**src/core/hft_pkg.sv**
```systemverilog
// Constants for the data link FIFO test access block.
// Assumes an 8-bit register port with byte offsets as printed.
package hft_pkg;
    localparam int DATA_W = 8;
    localparam int PTR_W = 6;
    localparam int NUM_FIFO = 4;

    localparam logic [7:0] ADDR_FIFO_TEST_SELECT = 8'hBA;
    localparam logic [7:0] ADDR_READ_PTR_STATUS = 8'hBB;
    localparam logic [7:0] ADDR_WRITE_PTR_STATUS = 8'hBC;
    localparam logic [7:0] ADDR_CH1_TEST_CONTROL = 8'hBD;
    localparam logic [7:0] ADDR_CH2_TEST_CONTROL = 8'hBE;

    localparam logic [7:0] RESET_FIFO_TEST_SELECT = 8'h00;
    localparam logic [7:0] RESET_TEST_CONTROL = 8'h00;
    localparam logic [7:0] UNMAPPED_READ = 8'h00;

    // Writable bits of each register; the rest read as zero
    localparam logic [7:0] MASK_FIFO_TEST_SELECT = 8'h0F;
    localparam logic [7:0] MASK_TEST_CONTROL = 8'h7F;

    // fifo_test_select fields
    localparam int BIT_CLOCK_TEST = 3;
    localparam int BIT_SHADOW_SELECT = 2;
    localparam int BIT_SELECT_HI = 1;
    localparam int BIT_SELECT_LO = 0;

    // Test control fields, same positions for both channels
    localparam int BIT_TX_READ_CLEAR = 6;
    localparam int BIT_TX_WRITE_CLEAR = 5;
    localparam int BIT_TX_TEST_WRITE = 4;
    localparam int BIT_RX_READ_CLEAR = 3;
    localparam int BIT_RX_WRITE_CLEAR = 2;
    localparam int BIT_RX_TEST_WRITE = 1;
    localparam int BIT_RX_BYPASS = 0;

    // FIFO numbering, equal to the select field code
    localparam logic [1:0] FIFO_RX_ONE = 2'h0;
    localparam logic [1:0] FIFO_RX_TWO = 2'h1;
    localparam logic [1:0] FIFO_TX_ONE = 2'h2;
    localparam logic [1:0] FIFO_TX_TWO = 2'h3;
endpackage

```
**src/core/hdlc_fifo_test_access.sv**
```systemverilog
// Four data link FIFOs (two receive, two transmit) with their test access
// registers: pointer observation, pointer clears, test writes, bypass.
// Assumes the register strobes come from logic on ref_clk, one cycle each,
// and that the link side and the host side are already on ref_clk.

// Operation
// - The clock test bit forces all FIFO clocks on, else link control settings rule.
// - Shadow select makes the pointer status registers show shadow pointers.
// - The select field picks rx one, rx two, tx one or tx two for observation.
// - The read pointer status register shows the selected read or shadow read pointer.
// - The write pointer status register shows the selected write or shadow write pointer.
// - A read clear bit holds that FIFO's read pointer at empty (bit 6 tx, bit 3 rx).
// - A write clear bit loads that FIFO's write pointer with its current read pointer, without blocking drains (bit 5 tx, bit 2 rx).
// - With the tx test write bit set, host data goes into the tx FIFO at its write pointer.
// - With the rx test write bit set, host data goes into the rx FIFO at its write pointer.
// - The channel two control register has the same bits acting on the channel two FIFOs.
module hdlc_fifo_test_access #(
    parameter int DW = hft_pkg::DATA_W,
    parameter int AW = hft_pkg::PTR_W
) (
    input wire logic ref_clk,
    input wire logic rstn,
    input wire logic [7:0] reg_addr,
    input wire logic [7:0] reg_wdata,
    input wire logic reg_wr,
    input wire logic reg_rd,
    output logic [7:0] reg_rdata,
    input wire logic [hft_pkg::NUM_FIFO-1:0] host_fifo_wr,
    input wire logic [1:0] link_clk_enable,
    output logic [hft_pkg::NUM_FIFO-1:0] fifo_clk_enable,
    input wire logic [hft_pkg::NUM_FIFO-1:0] fill_valid,
    input wire logic [hft_pkg::NUM_FIFO-1:0][DW-1:0] fill_data,
    output logic [hft_pkg::NUM_FIFO-1:0] fill_ready,
    input wire logic [hft_pkg::NUM_FIFO-1:0] drain_req,
    output logic [hft_pkg::NUM_FIFO-1:0] drain_valid,
    output logic [hft_pkg::NUM_FIFO-1:0][DW-1:0] drain_data,
    output logic [hft_pkg::NUM_FIFO-1:0] fifo_empty,
    output logic [hft_pkg::NUM_FIFO-1:0] fifo_full,
    input wire logic [hft_pkg::NUM_FIFO-1:0] msg_mark
);
    import hft_pkg::*;

    // Reset release through two flops
    logic rst_meta_reg;
    logic rst_sync_reg;
    wire rst_n = rst_sync_reg;

    always_ff @(posedge ref_clk or negedge rstn) begin
        if (!rstn) begin
            rst_meta_reg <= 1'b0;
            rst_sync_reg <= 1'b0;
        end else begin
            rst_meta_reg <= 1'b1;
            rst_sync_reg <= rst_meta_reg;
        end
    end

    // Registers
    logic [7:0] test_select_reg;
    logic [7:0] ch1_control_reg;
    logic [7:0] ch2_control_reg;
    logic [7:0] rdata_reg;
    logic [7:0] rdata_next;

    wire wr_select = reg_wr && (reg_addr == ADDR_FIFO_TEST_SELECT);
    wire wr_ch1 = reg_wr && (reg_addr == ADDR_CH1_TEST_CONTROL);
    wire wr_ch2 = reg_wr && (reg_addr == ADDR_CH2_TEST_CONTROL);

    // All reset to zero, the neutral setting expected in normal use
    always_ff @(posedge ref_clk or negedge rst_n) begin
        if (!rst_n) begin
            test_select_reg <= RESET_FIFO_TEST_SELECT;
            ch1_control_reg <= RESET_TEST_CONTROL;
            ch2_control_reg <= RESET_TEST_CONTROL;
        end else begin
            if (wr_select) begin
                test_select_reg <= reg_wdata & MASK_FIFO_TEST_SELECT;
            end
            if (wr_ch1) begin
                ch1_control_reg <= reg_wdata & MASK_TEST_CONTROL;
            end
            if (wr_ch2) begin
                ch2_control_reg <= reg_wdata & MASK_TEST_CONTROL;
            end
        end
    end

    wire clock_test = test_select_reg[BIT_CLOCK_TEST];
    wire shadow_sel = test_select_reg[BIT_SHADOW_SELECT];
    wire [1:0] fifo_sel = test_select_reg[BIT_SELECT_HI:BIT_SELECT_LO];

    // Picks a control bit for FIFO idx: bit 1 of idx is transmit, bit 0 channel two
    function automatic logic ctl_bit(input logic [1:0] idx, input logic [7:0] c1,
                                     input logic [7:0] c2, input int tx_pos, input int rx_pos);
        logic [7:0] c;
        c = idx[0] ? c2 : c1;
        return idx[1] ? c[tx_pos] : c[rx_pos];
    endfunction

    logic [NUM_FIFO-1:0][AW-1:0] rd_ptr_w;
    logic [NUM_FIFO-1:0][AW-1:0] wr_ptr_w;
    logic [NUM_FIFO-1:0][AW-1:0] sh_rd_w;
    logic [NUM_FIFO-1:0][AW-1:0] sh_wr_w;

    genvar gi;
    generate
        for (gi = 0; gi < NUM_FIFO; gi++) begin : g_fifo
            localparam logic [1:0] IDX = 2'(gi);
            logic [AW-1:0] rd_ptr_reg;
            logic [AW-1:0] rd_ptr_next;
            logic [AW-1:0] wr_ptr_reg;
            logic [AW-1:0] wr_ptr_next;
            logic [AW-1:0] sh_rd_reg;
            logic [AW-1:0] sh_wr_reg;
            logic drain_valid_reg;
            logic bypass_sel_reg;
            logic [DW-1:0] bypass_data_reg;
            logic [DW-1:0] ram_q;

            wire rd_clr = ctl_bit(IDX, ch1_control_reg, ch2_control_reg,
                                  BIT_TX_READ_CLEAR, BIT_RX_READ_CLEAR);
            wire wr_clr = ctl_bit(IDX, ch1_control_reg, ch2_control_reg,
                                  BIT_TX_WRITE_CLEAR, BIT_RX_WRITE_CLEAR);
            wire test_wr_en = ctl_bit(IDX, ch1_control_reg, ch2_control_reg,
                                      BIT_TX_TEST_WRITE, BIT_RX_TEST_WRITE);
            // Bypass exists only on the receive FIFOs
            wire bypass = !IDX[1] && ctl_bit(IDX, ch1_control_reg, ch2_control_reg,
                                             BIT_RX_BYPASS, BIT_RX_BYPASS);

            wire empty = (rd_ptr_reg == wr_ptr_reg);
            wire full = (AW'(wr_ptr_reg + 1'b1) == rd_ptr_reg);
            // Test write wins over the normal fill source in the same cycle
            wire test_push = test_wr_en && host_fifo_wr[gi] && !full && !wr_clr;
            wire fill_ok = !full && !wr_clr && !test_push;
            wire fill_push = fill_valid[gi] && fill_ok && !bypass;
            wire push = test_push || fill_push;
            wire pop = drain_req[gi] && !empty && !rd_clr && !bypass;
            wire byp_pass = bypass && fill_valid[gi];
            wire [DW-1:0] push_data = test_push ? reg_wdata : fill_data[gi];

            // Both clears together leave both pointers at zero
            assign wr_ptr_next = wr_clr ? (rd_clr ? '0 : rd_ptr_reg) :
                                 push ? AW'(wr_ptr_reg + 1'b1) : wr_ptr_reg;
            assign rd_ptr_next = rd_clr ? (wr_clr ? '0 : wr_ptr_next) :
                                 pop ? AW'(rd_ptr_reg + 1'b1) : rd_ptr_reg;

            always_ff @(posedge ref_clk or negedge rst_n) begin
                if (!rst_n) begin
                    rd_ptr_reg <= '0;
                    wr_ptr_reg <= '0;
                end else begin
                    rd_ptr_reg <= rd_ptr_next;
                    wr_ptr_reg <= wr_ptr_next;
                end
            end

            // Shadow copies taken at message boundaries
            always_ff @(posedge ref_clk or negedge rst_n) begin
                if (!rst_n) begin
                    sh_rd_reg <= '0;
                    sh_wr_reg <= '0;
                end else if (msg_mark[gi]) begin
                    sh_rd_reg <= rd_ptr_reg;
                    sh_wr_reg <= wr_ptr_reg;
                end
            end

            always_ff @(posedge ref_clk or negedge rst_n) begin
                if (!rst_n) begin
                    drain_valid_reg <= 1'b0;
                    bypass_sel_reg <= 1'b0;
                    bypass_data_reg <= '0;
                end else begin
                    drain_valid_reg <= pop || byp_pass;
                    if (pop || byp_pass) begin
                        bypass_sel_reg <= byp_pass;
                    end
                    if (byp_pass) begin
                        bypass_data_reg <= fill_data[gi];
                    end
                end
            end

            hft_fifo_ram #(
                .DW(DW),
                .AW(AW)
            ) u_ram (
                .clk(ref_clk),
                .rst_n(rst_n),
                .we(push),
                .waddr(wr_ptr_reg),
                .wdata(push_data),
                .re(pop),
                .raddr(rd_ptr_reg),
                .rdata(ram_q)
            );

            assign fill_ready[gi] = bypass || fill_ok;
            assign drain_valid[gi] = drain_valid_reg;
            assign drain_data[gi] = bypass_sel_reg ? bypass_data_reg : ram_q;
            assign fifo_empty[gi] = empty;
            assign fifo_full[gi] = full;
            // Channel one link control drives fifos 0 and 2, channel two 1 and 3
            assign fifo_clk_enable[gi] = clock_test || link_clk_enable[gi % 2];
            assign rd_ptr_w[gi] = rd_ptr_reg;
            assign wr_ptr_w[gi] = wr_ptr_reg;
            assign sh_rd_w[gi] = sh_rd_reg;
            assign sh_wr_w[gi] = sh_wr_reg;
        end
    endgenerate

    // Observed pointers
    wire [AW-1:0] obs_rd = shadow_sel ? sh_rd_w[fifo_sel] : rd_ptr_w[fifo_sel];
    wire [AW-1:0] obs_wr = shadow_sel ? sh_wr_w[fifo_sel] : wr_ptr_w[fifo_sel];

    always_comb begin
        unique case (reg_addr)
            ADDR_FIFO_TEST_SELECT: rdata_next = test_select_reg;
            ADDR_READ_PTR_STATUS: rdata_next = 8'(obs_rd);
            ADDR_WRITE_PTR_STATUS: rdata_next = 8'(obs_wr);
            ADDR_CH1_TEST_CONTROL: rdata_next = ch1_control_reg;
            ADDR_CH2_TEST_CONTROL: rdata_next = ch2_control_reg;
            default: rdata_next = UNMAPPED_READ;
        endcase
    end

    // Read data is captured on the strobe and held until the next read
    always_ff @(posedge ref_clk or negedge rst_n) begin
        if (!rst_n) begin
            rdata_reg <= UNMAPPED_READ;
        end else if (reg_rd) begin
            rdata_reg <= rdata_next;
        end
    end

    assign reg_rdata = rdata_reg;
endmodule

```
**src/core/hft_fifo_ram.sv**
```systemverilog
// Storage for one data link FIFO: one write port, one registered read port.
// Assumes the caller never reads and writes one address in the same cycle
// expecting the new value; the read returns the old word then.
module hft_fifo_ram #(
    parameter int DW = 8,
    parameter int AW = 6
) (
    input wire logic clk,
    input wire logic rst_n,
    input wire logic we,
    input wire logic [AW-1:0] waddr,
    input wire logic [DW-1:0] wdata,
    input wire logic re,
    input wire logic [AW-1:0] raddr,
    output logic [DW-1:0] rdata
);
    logic [DW-1:0] mem [0:(1<<AW)-1];

    always_ff @(posedge clk) begin
        if (we) begin
            mem[waddr] <= wdata;
        end
    end

    // Only the read register is reset so the output is defined from reset on
    always_ff @(posedge clk or negedge rst_n) begin
        if (!rst_n) begin
            rdata <= '0;
        end else if (re) begin
            rdata <= mem[raddr];
        end
    end
endmodule

```
**config.mk**
```make
export PLATFORM = sky130hd
export DESIGN_NAME = hdlc_fifo_test_access
export DESIGN_NICKNAME = d
export VERILOG_FILES = /design/src/core/hft_pkg.sv /design/src/core/hdlc_fifo_test_access.sv /design/src/core/hft_fifo_ram.sv
export SDC_FILE = /design/constraint.sdc
export NUM_CORES = 2
export LEC_CHECK = 0
export BUFFER_PORTS_ARGS = -buffer_cell sky130_fd_sc_hd__buf_4
export CAP_MARGIN = 20
export CELL_PAD_IN_SITES_DETAIL_PLACEMENT = 0
export CELL_PAD_IN_SITES_GLOBAL_PLACEMENT = 2
export CORE_AREA = 4 4 353 494
export DETAILED_ROUTE_END_ITERATION = 10
export DIE_AREA = 0 0 357 498
export PLACE_DENSITY_LB_ADDON = 0.25
export SYNTH_ARGS = -nofsm -noshare
export SYNTH_HDL_FRONTEND = slang
export SYNTH_HIERARCHICAL = 1
export SYNTH_SLANG_ARGS = --single-unit
```
**constraint.sdc**
```tcl
create_clock -name ref_clk -period 17.1 [get_ports ref_clk]
set_clock_uncertainty 0.1 [all_clocks]
set_input_delay 0.855 -clock ref_clk [delete_from_list [all_inputs] [get_ports ref_clk]]
set_output_delay 0.855 -clock ref_clk [all_outputs]
set_load 0.02 [all_outputs]
```
==> results by group <==
Setup path
  • Crit-path leading delay family: simple AND/OR/NAND/NOR gates
  • Crit Path Class: reg2out
  • Startpoint Class: flop
  • Data arrival, critical path: 4.15 ns
  • Worst Path Required: 16.15 ns
  • Critical Path Max Stage Delay: 0.90 ns
  • Worst setup EP type: output pin
  • Crit-path max FO: 19
  • R2R Setup Slk: 12.37 ns
  • Highest-delay cell along the critical path: dfrtp_1
  • Crit path buf inv count: 1
  • Crit path cell chain: nand3_2 -> or3_1 -> a211oi_2 -> and2_1 -> nor3_4 -> nor3_1 -> buf_4

Route
  • WL/cell: 29.0 µm
  • ANT nets after route: 0
  • First drt pass iteration count: 6
  • DRC Markers: 0
  • Post-Route WL: 206,000 µm
  • DRT iter0 DRCs: 4,060
  • Via count: 43,430
  • Vias per inst: 6.11

Place
  • DP Wirelength: 129,000 µm
  • GPL Wtd Cong: 0.836
  • Port Buffer Count: 128
  • Placed Instance Area: 92,700 µm²
  • Post-Place Cells: 6,719

Synthesis
  • Dominant synthesized flop cell: edfxtp_1
  • Seq/Total Area, Yosys: 0.734
  • Post-synthesis net count: 4,623
  • Synth area leader: edfxtp_1
  • Share of the synthesized area in the top cell type: 0.685
  • Post-synth ARST share: 0.0796
  • Synth Instances: 4,545
  • Post-Syn Area: 89,800 µm²
  • Yosys cell types: 67
  • Synth area leaders: edfxtp_1 69%, mux4_2 13%, dfrtp_1 4.9%
  • Syn Area/Cell: 19.8 µm²
  • Yosys reg bits: 2,225
  • Number of flops mapped to enable cells by yosys: 2,048
  • YS warnings: 6

Floorplanning
  • DIE HEIGHT: 498 µm
  • Die Width: 357 µm
  • Die area: 178,000 µm²
  • # IOs: 130
  • Initial Util: 0.529
  • Core ar.: 170,000 µm²
  • Rows: 179

STA
  • Setup_tns: 0 ns
  • Post-layout min period: 5.10 ns
  • Slew HR: 0.266
  • Fin crit share: 0.298
  • RSZ-0062 raised after global routing: false
  • Peak Freq: 196 MHz
  • Slew at the pin closest to its max-slew limit: 1.10 ns
  • Hold Fails Final Rpt: 0
  • Worst hold margin: 0.182 ns
  • Pins Over Slew Limit: 0
  • Final setup viols: 0

GRT
  • Largest net degree at the start of global routing: 140
  • Initial antenna violation count: 13
  • Most Crowded Layer GR: met2
  • GR Util met2: 0.388
  • M1 GR Usage: 0.326
  • Global-route usage over all layers: 0.233
  • Grt met3 use: 0.0346
  • Number of global-route vias before repair: 44,802
  • GRT overflow: 0
  • Global-route wire length before repair: 305,000 µm

Pwr
  • Worst VDD drop: 153 µV
  • LEAKAGE: 31.8 nW
  • Power Density: 159 nW/µm²
  • Power, Total: 15.8 mW

Clock network
  • TritonCTS clock tree: done
  • H-tree levels: 4
  • Clock Tree Buf Depth: 3
  • TritonCTS buffer count: 201
  • Clock Sinks: 2,225
  • Clock slew at the register clock pins of the worst setup and hold paths: 0.06 ns
  • Clk root buf: clkbuf_16
  • PostCTS Resize Cnt: 0
  • Skew-Pair Late Insertion Delay: 0.83 ns

Cells and area
  • Fin area: 99,500 µm²
  • Fillcell total: 12,421
  • Layout cells sized above 1: 0.270
  • Final nets: 4,746
  • Area growth, synth to finish: 10.8%
  • Largest register FFs: 2,048
  • Finished Layout Cells: 7,109

Flow run
  • Max Cap Viol: 0

Worst hold path
  • Worst min-delay path class: in2reg

Run status
  • Outcome: completed
==> stage by stage <==
step	utilization	worst slack, ns
after floorplan	-	11.70
after global placement	0.546	12.39
after detailed placement	0.546	12.30
after CTS	0.585	11.95
after global routing	0.586	11.68
final	0.586	12.00
==> final cells by class <==
class | instances | area (µm²) | area share
Sequential cell | 2225 | 66000 | 0.663
Multi-Input combinational cell | 1989 | 22300 | 0.224
Clock buffer | 249 | 5370 | 0.0540
Tap cell | 2262 | 2830 | 0.0285
Timing Repair Buffer | 198 | 1510 | 0.0152
Clock inverter | 130 | 1280 | 0.0129
Inverter | 53 | 199 | 0.00200
Antenna cell | 3 | 7.51 | 0.0000755
==> routing by layer <==
metal | wire (µm) | vias up
met4 | 4930 | 0
met2 | 104000 | 1312
met5 | 0 | -
met1 | 84900 | 23064
met3 | 11800 | 277
li1 | - | 18777
==> kinds of logic after synthesis <==
| kind of cell | after synthesis | share of synthesized area |
|---|---|---|
| AOI/OAI and AO/OA | 305 | 0.0258 |
| xor gates and xnor gates | 68 | 0.00663 |
| adders and majority gates | 8 | 0.00112 |
| buffers and inverters | 331 | 0.0178 |
| DFF | 2225 | 0.734 |
| muxes | 949 | 0.180 |
| other | 2 | 0.0000837 |
| and+or+nand+nor | 657 | 0.0341 |
==> report_power, final <==
group	internal, mW	switching (mW)	total (mW)	leakage (nW)
clock	2.58	1.96	4.54	3.25
combinational	2.04	2.43	4.46	8.02
sequential	6.30	0.535	6.84	20.6
==> worst paths after layout <==
kind,from,endpoint,depth (start not counted)
setup / recovery,g_fifo[2].wr_ptr_reg[2],fill_ready[2],7
hold / removal,fill_data[14],g_fifo[1].bypass_data_reg[6],2
setup reg to reg,g_fifo[3].wr_ptr_reg[1],g_fifo[3].u_ram/mem[31][2],8
hold reg to reg,rst_meta_reg,rst_n,0
max in group asynchronous,rst_n,g_fifo[0].rd_ptr_reg[0],1
min in group asynchronous,rstn,rst_meta_reg,2
==> worst reg2reg max path: stages (launching register included) <==
cell     delay (ns)
dfrtp_1        0.80
ha_1           0.32
inv_1          0.07
nor3_1         0.18
o32ai_1        0.18
and2_1         0.37
nor3_1         0.77
nand4_1        0.69
nor2_1         0.86
==> synthesized netlist by cell type, types with 5 or more instances <==
master,instances
edfxtp_1,2048
mux4_2,504
nor2_1,341
mux2_2,229
mux2i_1,183
dfrtp_1,177
clkbuf_1,114
buf_2,95
nand2_1,81
nand3_1,70
a22oi_1,65
o221ai_1,65
inv_1,53
o22ai_1,52
xnor2_1,40
a221oi_1,34
nand2b_1,28
nor2b_1,28
xor2_1,28
buf_1,25
mux2_1,25
nor3_1,24
buf_4,23
buf_6,20
a21oi_1,19
o21ai_0,15
or3_1,14
nand3b_1,13
o21ai_1,13
and2_1,12
ha_1,8
mux2_4,8
nand4_1,8
or3b_2,7
a2111oi_0,5
a22o_1,5
or2_2,5
==> timing repair <==
item,in CTS,in global routing
setup buffers,0,0
setup endpoints to repair,0,0
hold endpoints to repair,2,0
hold buffers,1,0
==> cell usage in the layout, fill, tap and decap left out, types with 53 or more instances in the layout <==
master        n
a22oi_1      65
buf_4       189
clkbuf_16   207
dfrtp_1     164
edfxtp_1   2048
inv_1        53
mux2_2      245
mux2i_1     183
mux4_2      504
nand2_1      81
nand3_1      70
nor2_1      341
o221ai_1     65
Note: power is estimated with default switching activity, not from simulation.
